## src/pkg/rspc_pkg.sv

```systemverilog
package rspc_pkg;

  // Register byte offsets on the APB slave.
  localparam logic [7:0] ADDR_MODE = 8'h00;
  localparam logic [7:0] ADDR_PUCFG = 8'h04;
  localparam logic [7:0] ADDR_DBH = 8'h08;
  localparam logic [7:0] ADDR_DBL = 8'h0C;
  localparam logic [7:0] ADDR_INT0 = 8'h10;
  localparam logic [7:0] ADDR_INT1 = 8'h14;
  localparam logic [7:0] ADDR_EIE = 8'h18;
  localparam logic [7:0] ADDR_CNT0 = 8'h1C;
  localparam logic [7:0] ADDR_CNT1 = 8'h20;
  localparam logic [7:0] ADDR_STAT = 8'h24;

  // Field positions.
  localparam int MODE_LSB = 6;
  localparam int RATE_LSB = 4;
  localparam int PU_STR_LSB = 0;
  localparam int PU_SEL_BIT = 7;
  localparam int PU_CAL_BIT = 8;
  localparam int PU_FAIL_BIT = 9;
  localparam int PU_DUTY_LSB = 10;
  localparam int INT_EN_LSB = 4;
  localparam int EIE_PC_BIT = 4;

  // Reset values.
  localparam logic [1:0] MODE_RST = 2'h0;
  localparam logic [1:0] RATE_RST = 2'h0;
  localparam logic [4:0] STR_RST = 5'h00;
  localparam logic [1:0] DUTY_RST = 2'h0;
  localparam logic [7:0] DB_RST = 8'h00;
  localparam logic [2:0] INT_RST = 3'h0;

  // Timing: RTC at 32768 Hz, base sample interval 250 us, calibration test 750 us.
  localparam longint RTC_HZ = 32768;
  localparam longint SAMPLE_BASE_NS = 250000;
  localparam longint CAL_TEST_NS = 750000;
  localparam logic [6:0] RTC_PER_SAMPLE = 7'(RTC_HZ * SAMPLE_BASE_NS / 1000000000);
  localparam logic [1:0] CAL_SAMPLES_LAST = 2'(CAL_TEST_NS / SAMPLE_BASE_NS - 1);
  localparam logic [4:0] CAL_TEST_LAST = 5'd27;
  localparam logic [1:0] SYNC_HOLD_RTC = 2'd2;

  // Pull-up on-time within one base interval, in RTC cycles, per duty code.
  localparam logic [6:0] CHARGE_D0 = 7'd2;
  localparam logic [6:0] CHARGE_D1 = 7'd3;
  localparam logic [6:0] CHARGE_D2 = 7'd4;
  localparam logic [6:0] CHARGE_D3 = 7'd6;

  typedef enum logic [1:0] {MODE_OFF, MODE_SINGLE, MODE_DUAL, MODE_QUAD} rspc_mode_e;
  typedef enum logic {CAL_IDLE, CAL_TEST} rspc_cal_e;

  typedef struct packed {
    logic run;
    logic rtc;
    logic b;
    logic a;
  } rspc_pins_s;

endpackage : rspc_pkg

```

## src/design/rspc_front_end.sv

```systemverilog
// The implementer's own choices: the APB interface to the registers and the register addresses.
`timescale 1ns/1ps
// Overview of operation
// - Calibration watches only the input chosen by the select bit.
// - During calibration integrators hold and no counter increments.
// - Calibration runs at most 28 tests, each three sample intervals long.
// - Calibration fails when the selected input never samples high.
// - Calibration writes its found setting into the five-bit strength field.
// - One strength drives both pull-ups, calibrated or programmed.
// - Calibration tests stretch with the selected sample interval.
// - Inputs are sampled on RTC-derived intervals from 250 us to 2 ms.
// - Rate code 00..11 gives 250 us, 500 us, 1 ms, 2 ms.
// - Mode code 00..11 is off, single, dual, quadrature.
// - Output goes high after the high threshold of net high samples.
// - Output goes low after the low threshold of net low samples.
// - Integrator steps up and down and never restarts on opposite samples.
// - A threshold of four needs four net samples to flip output.
// - Each tick enables pull-up, waits for charge, then disables it and samples on the same edge.
// - Power reset clears counters and registers; a master mode write clears all but the extended enable.
// - 24-bit counters hold until a master mode write clears them.
// - A master mode write resets all other pulse counter registers except the extended enable bit.
// - After a counter reset, counting waits two RTC cycles.
// - Sampling and counting halt while the RTC is not running.
// - Interrupt needs a source enable and the extended enable bit 4.
// - A transition flag sets when a switch opens.
// - Counters only increment and wrap from all ones to zero.
module rspc_front_end
  import rspc_pkg::*;
(
  input wire logic clk,
  input wire logic resetn,
  input wire logic psel,
  input wire logic penable,
  input wire logic pwrite,
  input wire logic [7:0] paddr,
  input wire logic [31:0] pwdata,
  output logic [31:0] prdata,
  output logic pready,
  output logic pslverr,
  input wire logic pulse_input_a,
  input wire logic pulse_input_b,
  input wire logic rtc_tick_clock,
  input wire logic rtc_run,
  output logic pullup_en,
  output logic [4:0] pullup_strength,
  output logic pc_irq
);

  function automatic logic addr_ok(input logic [7:0] a);
    addr_ok = (a[1:0] == 2'h0) && (a <= ADDR_STAT);
  endfunction : addr_ok

  function automatic logic [6:0] period_last(input logic [1:0] rate);
    period_last = 7'((RTC_PER_SAMPLE << rate) - 7'd1);
  endfunction : period_last

  function automatic logic [6:0] charge_len(input logic [1:0] duty, input logic [1:0] rate);
    logic [6:0] base;
    base = CHARGE_D0;
    case (duty)
      2'h1: base = CHARGE_D1;
      2'h2: base = CHARGE_D2;
      2'h3: base = CHARGE_D3;
      default: base = CHARGE_D0;
    endcase
    charge_len = 7'(base << rate);
  endfunction : charge_len

  // Zero thresholds act as one so a flip always needs a sample.
  function automatic logic [7:0] thr(input logic [7:0] t);
    thr = (t == 8'h00) ? 8'h01 : t;
  endfunction : thr

  rspc_pins_s sr1, sr2, sr3, lvl;
  rspc_mode_e mode;
  rspc_cal_e cal_state;
  logic [1:0] rate;
  logic [4:0] pu_str;
  logic pu_sel;
  logic [1:0] pu_duty;
  logic cal_fail;
  logic [4:0] cal_test;
  logic [1:0] cal_smp;
  logic cal_done_evt;
  logic cal_fail_evt;
  logic [7:0] dbh, dbl;
  logic [2:0] int0_flag, int0_en, int1_flag, int1_en;
  logic eie_pc;
  logic [6:0] phase;
  logic sample_stb;
  logic [1:0] smp, raw_prev;
  logic [7:0] integ [2];
  logic [1:0] deb, deb_prev;
  logic [23:0] ctr [2];
  logic [1:0] ovf_evt;
  logic [1:0] hold;
  logic rtc_rise, run_ok, mode_wr, pu_wr, wr, cal_busy, count_ok;
  logic [2:0] next_int0, next_int1;

  assign pready = 1'b1;
  assign pslverr = psel && penable && !addr_ok(paddr);
  assign wr = psel && penable && pwrite && addr_ok(paddr);
  assign mode_wr = wr && (paddr == ADDR_MODE);
  assign pu_wr = wr && (paddr == ADDR_PUCFG);
  assign cal_busy = (cal_state == CAL_TEST);
  assign rtc_rise = (sr2.rtc == sr3.rtc) && sr3.rtc && !lvl.rtc;
  assign run_ok = lvl.run && (mode != MODE_OFF || cal_busy);
  assign smp = {lvl.b, lvl.a};
  assign count_ok = (hold == 2'd0) && !cal_busy;

  // Pins and the RTC come from other domains; a level counts once stages two and three agree.
  always_ff @(posedge clk or negedge resetn)
  begin
    if (!resetn)
    begin
      sr1 <= '0;
      sr2 <= '0;
      sr3 <= '0;
      lvl <= '0;
    end
    else
    begin
      sr1 <= '{run: rtc_run, rtc: rtc_tick_clock, b: pulse_input_b, a: pulse_input_a};
      sr2 <= sr1;
      sr3 <= sr2;
      lvl <= (~(sr2 ^ sr3) & sr3) | ((sr2 ^ sr3) & lvl);
    end
  end

  // Sample sequencer: pull-up on at phase zero, sample and release after the charge time.
  always_ff @(posedge clk or negedge resetn)
  begin
    if (!resetn)
    begin
      phase <= 7'd0;
      pullup_en <= 1'b0;
      sample_stb <= 1'b0;
    end
    else
    begin
      sample_stb <= 1'b0;
      if (mode_wr || !run_ok)
      begin
        phase <= 7'd0;
        pullup_en <= 1'b0;
      end
      else if (rtc_rise)
      begin
        if (phase == 7'd0)
          pullup_en <= 1'b1;
        if (phase == charge_len(pu_duty, rate))
        begin
          pullup_en <= 1'b0;
          sample_stb <= 1'b1;
        end
        phase <= (phase == period_last(rate)) ? 7'd0 : 7'(phase + 7'd1);
      end
    end
  end

  always_ff @(posedge clk or negedge resetn)
  begin
    if (!resetn)
      pullup_strength <= STR_RST;
    else
      pullup_strength <= cal_busy ? 5'(cal_test + 5'd1) : pu_str;
  end

  // Master mode register; its write restarts everything else except the extended enable bit.
  always_ff @(posedge clk or negedge resetn)
  begin
    if (!resetn)
    begin
      mode <= rspc_mode_e'(MODE_RST);
      rate <= RATE_RST;
      hold <= 2'd0;
    end
    else if (mode_wr)
    begin
      mode <= rspc_mode_e'(pwdata[MODE_LSB +: 2]);
      rate <= pwdata[RATE_LSB +: 2];
      hold <= SYNC_HOLD_RTC;
    end
    else if (rtc_rise && lvl.run && hold != 2'd0)
      hold <= 2'(hold - 2'd1);
  end

  // Pull-up configuration and the calibration engine share the strength field.
  always_ff @(posedge clk or negedge resetn)
  begin
    if (!resetn)
    begin
      pu_str <= STR_RST;
      pu_sel <= 1'b0;
      pu_duty <= DUTY_RST;
      cal_fail <= 1'b0;
      cal_state <= CAL_IDLE;
      cal_test <= 5'd0;
      cal_smp <= 2'd0;
      cal_done_evt <= 1'b0;
      cal_fail_evt <= 1'b0;
    end
    else
    begin
      cal_done_evt <= 1'b0;
      cal_fail_evt <= 1'b0;
      if (mode_wr)
      begin
        pu_str <= STR_RST;
        pu_sel <= 1'b0;
        pu_duty <= DUTY_RST;
        cal_fail <= 1'b0;
        cal_state <= CAL_IDLE;
      end
      else
      begin
        case (cal_state)
          CAL_IDLE:
          begin
            if (pu_wr)
            begin
              pu_str <= pwdata[PU_STR_LSB +: 5];
              pu_sel <= pwdata[PU_SEL_BIT];
              pu_duty <= pwdata[PU_DUTY_LSB +: 2];
              if (pwdata[PU_CAL_BIT])
              begin
                cal_state <= CAL_TEST;
                cal_fail <= 1'b0;
                cal_test <= 5'd0;
                cal_smp <= 2'd0;
              end
            end
          end
          CAL_TEST:
          begin
            if (sample_stb)
            begin
              if (smp[pu_sel])
              begin
                pu_str <= 5'(cal_test + 5'd1);
                cal_done_evt <= 1'b1;
                cal_state <= CAL_IDLE;
              end
              else if (cal_smp == CAL_SAMPLES_LAST)
              begin
                cal_smp <= 2'd0;
                if (cal_test == CAL_TEST_LAST)
                begin
                  cal_fail <= 1'b1;
                  cal_fail_evt <= 1'b1;
                  cal_state <= CAL_IDLE;
                end
                else
                  cal_test <= 5'(cal_test + 5'd1);
              end
              else
                cal_smp <= 2'(cal_smp + 2'd1);
            end
          end
          default: cal_state <= CAL_IDLE;
        endcase
      end
    end
  end

  always_ff @(posedge clk or negedge resetn)
  begin
    if (!resetn)
    begin
      dbh <= DB_RST;
      dbl <= DB_RST;
    end
    else if (mode_wr)
    begin
      dbh <= DB_RST;
      dbl <= DB_RST;
    end
    else if (wr && paddr == ADDR_DBH)
      dbh <= pwdata[7:0];
    else if (wr && paddr == ADDR_DBL)
      dbl <= pwdata[7:0];
  end

  // Integrator counts net samples toward the opposite level, so a bounce costs one step.
  always_ff @(posedge clk or negedge resetn)
  begin
    if (!resetn)
    begin
      integ <= '{default: 8'h00};
      deb <= 2'b00;
      raw_prev <= 2'b00;
    end
    else if (mode_wr)
    begin
      integ <= '{default: 8'h00};
      deb <= 2'b00;
      raw_prev <= 2'b00;
    end
    else if (sample_stb)
    begin
      raw_prev <= smp;
      for (int i = 0; i < 2; i++)
      begin
        if (!cal_busy)
        begin
          if (smp[i] != deb[i])
          begin
            if (integ[i] + 8'h01 >= thr(deb[i] ? dbl : dbh))
            begin
              deb[i] <= smp[i];
              integ[i] <= 8'h00;
            end
            else
              integ[i] <= 8'(integ[i] + 8'h01);
          end
          else if (integ[i] != 8'h00)
            integ[i] <= 8'(integ[i] - 8'h01);
        end
      end
    end
  end

  // Counters survive everything but the block's own power reset and a master mode write.
  always_ff @(posedge clk or negedge resetn)
  begin
    if (!resetn)
    begin
      ctr <= '{default: 24'h000000};
      deb_prev <= 2'b00;
      ovf_evt <= 2'b00;
    end
    else
    begin
      deb_prev <= deb;
      ovf_evt <= 2'b00;
      if (mode_wr)
        ctr <= '{default: 24'h000000};
      else if (count_ok)
      begin
        for (int i = 0; i < 2; i++)
        begin
          if (deb[i] && !deb_prev[i] && (i == 0 ? mode != MODE_OFF : mode >= MODE_DUAL))
          begin
            ctr[i] <= 24'(ctr[i] + 24'h000001);
            ovf_evt[i] <= (ctr[i] == 24'hFFFFFF);
          end
        end
      end
    end
  end

  // Flags clear by writing one; a same-cycle event keeps its flag set.
  always_comb
  begin
    next_int0 = int0_flag;
    next_int1 = int1_flag;
    if (wr && paddr == ADDR_INT0)
      next_int0 = int0_flag & ~pwdata[2:0];
    if (wr && paddr == ADDR_INT1)
      next_int1 = int1_flag & ~pwdata[2:0];
    next_int0 = next_int0 | {cal_done_evt, ovf_evt};
    next_int1 = next_int1 | {cal_fail_evt, sample_stb ? (smp & ~raw_prev) : 2'b00};
  end

  always_ff @(posedge clk or negedge resetn)
  begin
    if (!resetn)
    begin
      int0_flag <= INT_RST;
      int1_flag <= INT_RST;
      int0_en <= INT_RST;
      int1_en <= INT_RST;
      eie_pc <= 1'b0;
      pc_irq <= 1'b0;
    end
    else
    begin
      if (mode_wr)
      begin
        int0_flag <= INT_RST;
        int1_flag <= INT_RST;
        int0_en <= INT_RST;
        int1_en <= INT_RST;
      end
      else
      begin
        int0_flag <= next_int0;
        int1_flag <= next_int1;
        if (wr && paddr == ADDR_INT0)
          int0_en <= pwdata[INT_EN_LSB +: 3];
        if (wr && paddr == ADDR_INT1)
          int1_en <= pwdata[INT_EN_LSB +: 3];
      end
      if (wr && paddr == ADDR_EIE)
        eie_pc <= pwdata[EIE_PC_BIT];
      pc_irq <= eie_pc && (|(int0_flag & int0_en) || |(int1_flag & int1_en));
    end
  end

  // Read data is latched in the setup cycle so the access phase needs no wait.
  always_ff @(posedge clk or negedge resetn)
  begin
    if (!resetn)
      prdata <= 32'h00000000;
    else if (psel && !penable && !pwrite)
    begin
      case (paddr)
        ADDR_MODE: prdata <= 32'({mode, rate, 4'h0});
        ADDR_PUCFG: prdata <= 32'({pu_duty, cal_fail, cal_busy, pu_sel, 2'h0, pu_str});
        ADDR_DBH: prdata <= 32'(dbh);
        ADDR_DBL: prdata <= 32'(dbl);
        ADDR_INT0: prdata <= 32'({int0_en, 1'b0, int0_flag});
        ADDR_INT1: prdata <= 32'({int1_en, 1'b0, int1_flag});
        ADDR_EIE: prdata <= 32'({eie_pc, 4'h0});
        ADDR_CNT0: prdata <= 32'(ctr[0]);
        ADDR_CNT1: prdata <= 32'(ctr[1]);
        ADDR_STAT: prdata <= 32'({hold != 2'd0, lvl.run, cal_busy, deb});
        default: prdata <= 32'h00000000;
      endcase
    end
  end
endmodule : rspc_front_end

```

## config.mk

```make
export PLATFORM = sky130hd
export DESIGN_NAME = rspc_front_end
export DESIGN_NICKNAME = d
export VERILOG_FILES = /design/src/pkg/rspc_pkg.sv /design/src/design/rspc_front_end.sv
export SDC_FILE = /design/constraint.sdc
export NUM_CORES = 1
export LEC_CHECK = 0
export ABC_AREA = 1
export BUFFER_PORTS_ARGS = -buffer_cell sky130_fd_sc_hd__buf_4
export CAP_MARGIN = 20
export CORE_MARGIN = 10
export CORE_UTILIZATION = 40
export CTS_CLUSTER_SIZE = 24
export DETAILED_ROUTE_END_ITERATION = 7
export HOLD_SLACK_MARGIN = 0.1
export PLACE_DENSITY = 0.58
export SETUP_SLACK_MARGIN = 0.3
export SKIP_CTS_REPAIR_TIMING = 1
export SLEW_MARGIN = 0
export SYNTH_ARGS = -nofsm -noshare
export SYNTH_HDL_FRONTEND = slang
export SYNTH_SLANG_ARGS = --single-unit
```

## constraint.sdc

```tcl
create_clock -name clk -period 3.27 [get_ports clk]
set_input_delay 0.4905 -clock clk [delete_from_list [all_inputs] [get_ports clk]]
set_output_delay 0.4905 -clock clk [all_outputs]
set_load 0.02 [all_outputs]
```

==> run metrics <==
vias per cell 5.26; run status complete, no violations; first-pass GRT wire length 51900 µm; Setup TNS 0 ns; number of hold violations in the final report 0; Reg clk slew, reported paths 0.08 ns; hold_ws 0.151 ns; crit path time final 2.56 ns; most frequent cells in the layout 434 x nand2_1, 196 x inv_1, 180 x dfrtp_1; Slew Limit Fails 0; DR pass1 iterations 6; period utilization 78.2%; Relative slew margins 34.6%; Initial DRC Count 1049; Die X 186 µm; Setup WS post-layout 0.712 ns; Mean Syn Cell Area 7.26 µm²; WP data required 3.64 ns; peak supply drop 330 µV; Seq/Total Area, Yosys 41.2%; Mapped Area 11000 µm²; Overflow after GRT 0; number of synthesized flops with an enable pin 0; Crit. End Element flip-flop; Ant. Diodes 0; Netlist cell types 53; maximum clock insertion buffer count 2; vias in the first global route 9606; Synth warnings 0; Starting Density 40.7%; Critical Path AT 2.93 ns; Least-Margin Pin Slew 0.979 ns; commonest non-fill, non-tap cell in the layout nand2_1; ys flop type dfrtp_1; Skew-Pair Late Insertion Delay 0.44 ns; GRT Total Usage 18.9%; Top-Level Pins 90; RSZ-0062 raised after global routing false; fmax 391 MHz; Final HPWL DP 23800 µm; leak pwr 6.28 nW; Core Region 27000 µm²; CTS tree yes; H-Tree Level Count 4; die area 34500 µm²; Post-DP Area 11800 µm²; total CTS buffers 17; Root Driver clkbuf_16; Crit Path Class flip-flop to flip-flop; Vias 10122; cells after synthesis 1515; layout cells sized above 1 10.0%; FF+latch count, synth 181; max cap viols 0; Fillers 2767; Post-synth ARST share 100%; Max Clock Skew 0.0127 ns; layout net count 1648; Port Buf Inserts 59; FP Rows 60; Pwr Total 0.00487 W; Power Density 391 nW/µm²; chip height 186 µm; drt total wl 31800 µm; largest net degree at the start of global routing 65; routability congestion estimate 0.923; clk sinks 181; dpl ws 0.548 ns; hold crit path type input pin to flip-flop; fin area 12400 µm²; # DRC 0; initial antenna violation count 0; area delta synth->final 13.2%; Wirelength per Cell 16.5 µm; Post-DRT Antenna Nets 0; CP max FO 20; final setup fails 0; CP Launch Type flip-flop
[layout make-up]
| type | instances | area [µm²] | area share (%) |
|---|---|---|---|
| multi-input cells | 1084 | 5450 | 43.7 |
| flip-flops and latches | 181 | 4530 | 36.4 |
| inverters | 206 | 773 | 6.21 |
| repair buffers | 80 | 634 | 5.10 |
| well taps | 341 | 427 | 3.43 |
| clock buffers | 17 | 425 | 3.42 |
| clock inverters | 15 | 211 | 1.70 |
[through the flow]
step / std cells / utilization (%)
floorplan: 1522 / -
finish: 1924 / 46.1
CTS: 1922 / 46.0
global placement: 1890 / 43.6
detailed placement: 1890 / 43.6
global route: 1924 / 46.1
[power breakdown]
group / switching [W] / leakage (nW) / internal (W)
combinational: 0.000223 / 3.60 / 0.000106
clock: 0.00105 / 0.310 / 0.00118
sequential: 0.0000287 / 2.38 / 0.00228
[kinds of logic after synthesis]
family,Yosys count,share of synthesized area (%)
adder cells (fa/ha/maj),32,3.57
buffers and inverters,257,9.58
XOR/XNOR,34,2.78
AND/OR/NAND/NOR,777,30.7
AO/OA/AOI/OAI,232,12.1
other,2,0.0683
flip-flops,181,41.2
[routing by layer]
layer	track usage (%)	wire, µm	vias up
met5	0	0	-
met1	26.9	15400	4791
met3	3.45	1860	26
li1	-	-	5035
met4	4.06	387	0
met2	29.2	14200	270
[synthesized netlist by cell type (10+ instances only)]
master | count | area, µm²
nand2_1 | 434 | 1630
inv_1 | 196 | 736
dfrtp_1 | 181 | 4530
nor2_1 | 115 | 432
o21ai_0 | 107 | 536
nand3_1 | 100 | 500
a21oi_1 | 48 | 240
nand4_1 | 47 | 294
nor3_1 | 40 | 200
xor2_1 | 30 | 263
ha_1 | 29 | 363
o22ai_1 | 23 | 144
buf_2 | 19 | 95.1
clkbuf_1 | 16 | 60.1
o21ai_1 | 15 | 75.1
buf_4 | 11 | 82.6
nand3b_1 | 11 | 82.6
nand2_2 | 10 | 62.6
[flip-flops by register name, indices dropped and copies added, names as in the netlist, 4 cells and up, named ones only]
register,flops
prdata,24
integ,16
pullup_strength,5
cal_test,5
ctr,48
sr1,4
dbl,8
sr2,4
sr3,4
pu_str,5
phase,7
dbh,8
[worst paths after layout]
path	slack, ns	endpoint	from	cells past startpoint
max in group asynchronous	1.92	ctr[42]	resetn	3
worst min-delay path	0.15	sr1[1]	pulse_input_b	1
min in group asynchronous	0.59	integ[12]	resetn	2
worst min register to register	0.35	sr2[2]	sr1[2]	0
worst max register to register	0.71	integ[4]	deb[1]	14
worst max-delay path	0.71	integ[4]	deb[1]	14
[critical path, cell delays in order (launching register included)]
cell and delay (ns):
dfrtp_1 0.58, o21ai_0 0.44, nand3_1 0.13, o221ai_1 0.21
ha_1 0.18, inv_1 0.04, a21oi_1 0.10, o21ai_0 0.09
nand2_1 0.06, nand3_1 0.06, nand2_1 0.07, nand2_1 0.09
inv_1 0.26, nand3_1 0.11, nand2_1 0.08
(Power assumes the default switching activity.)
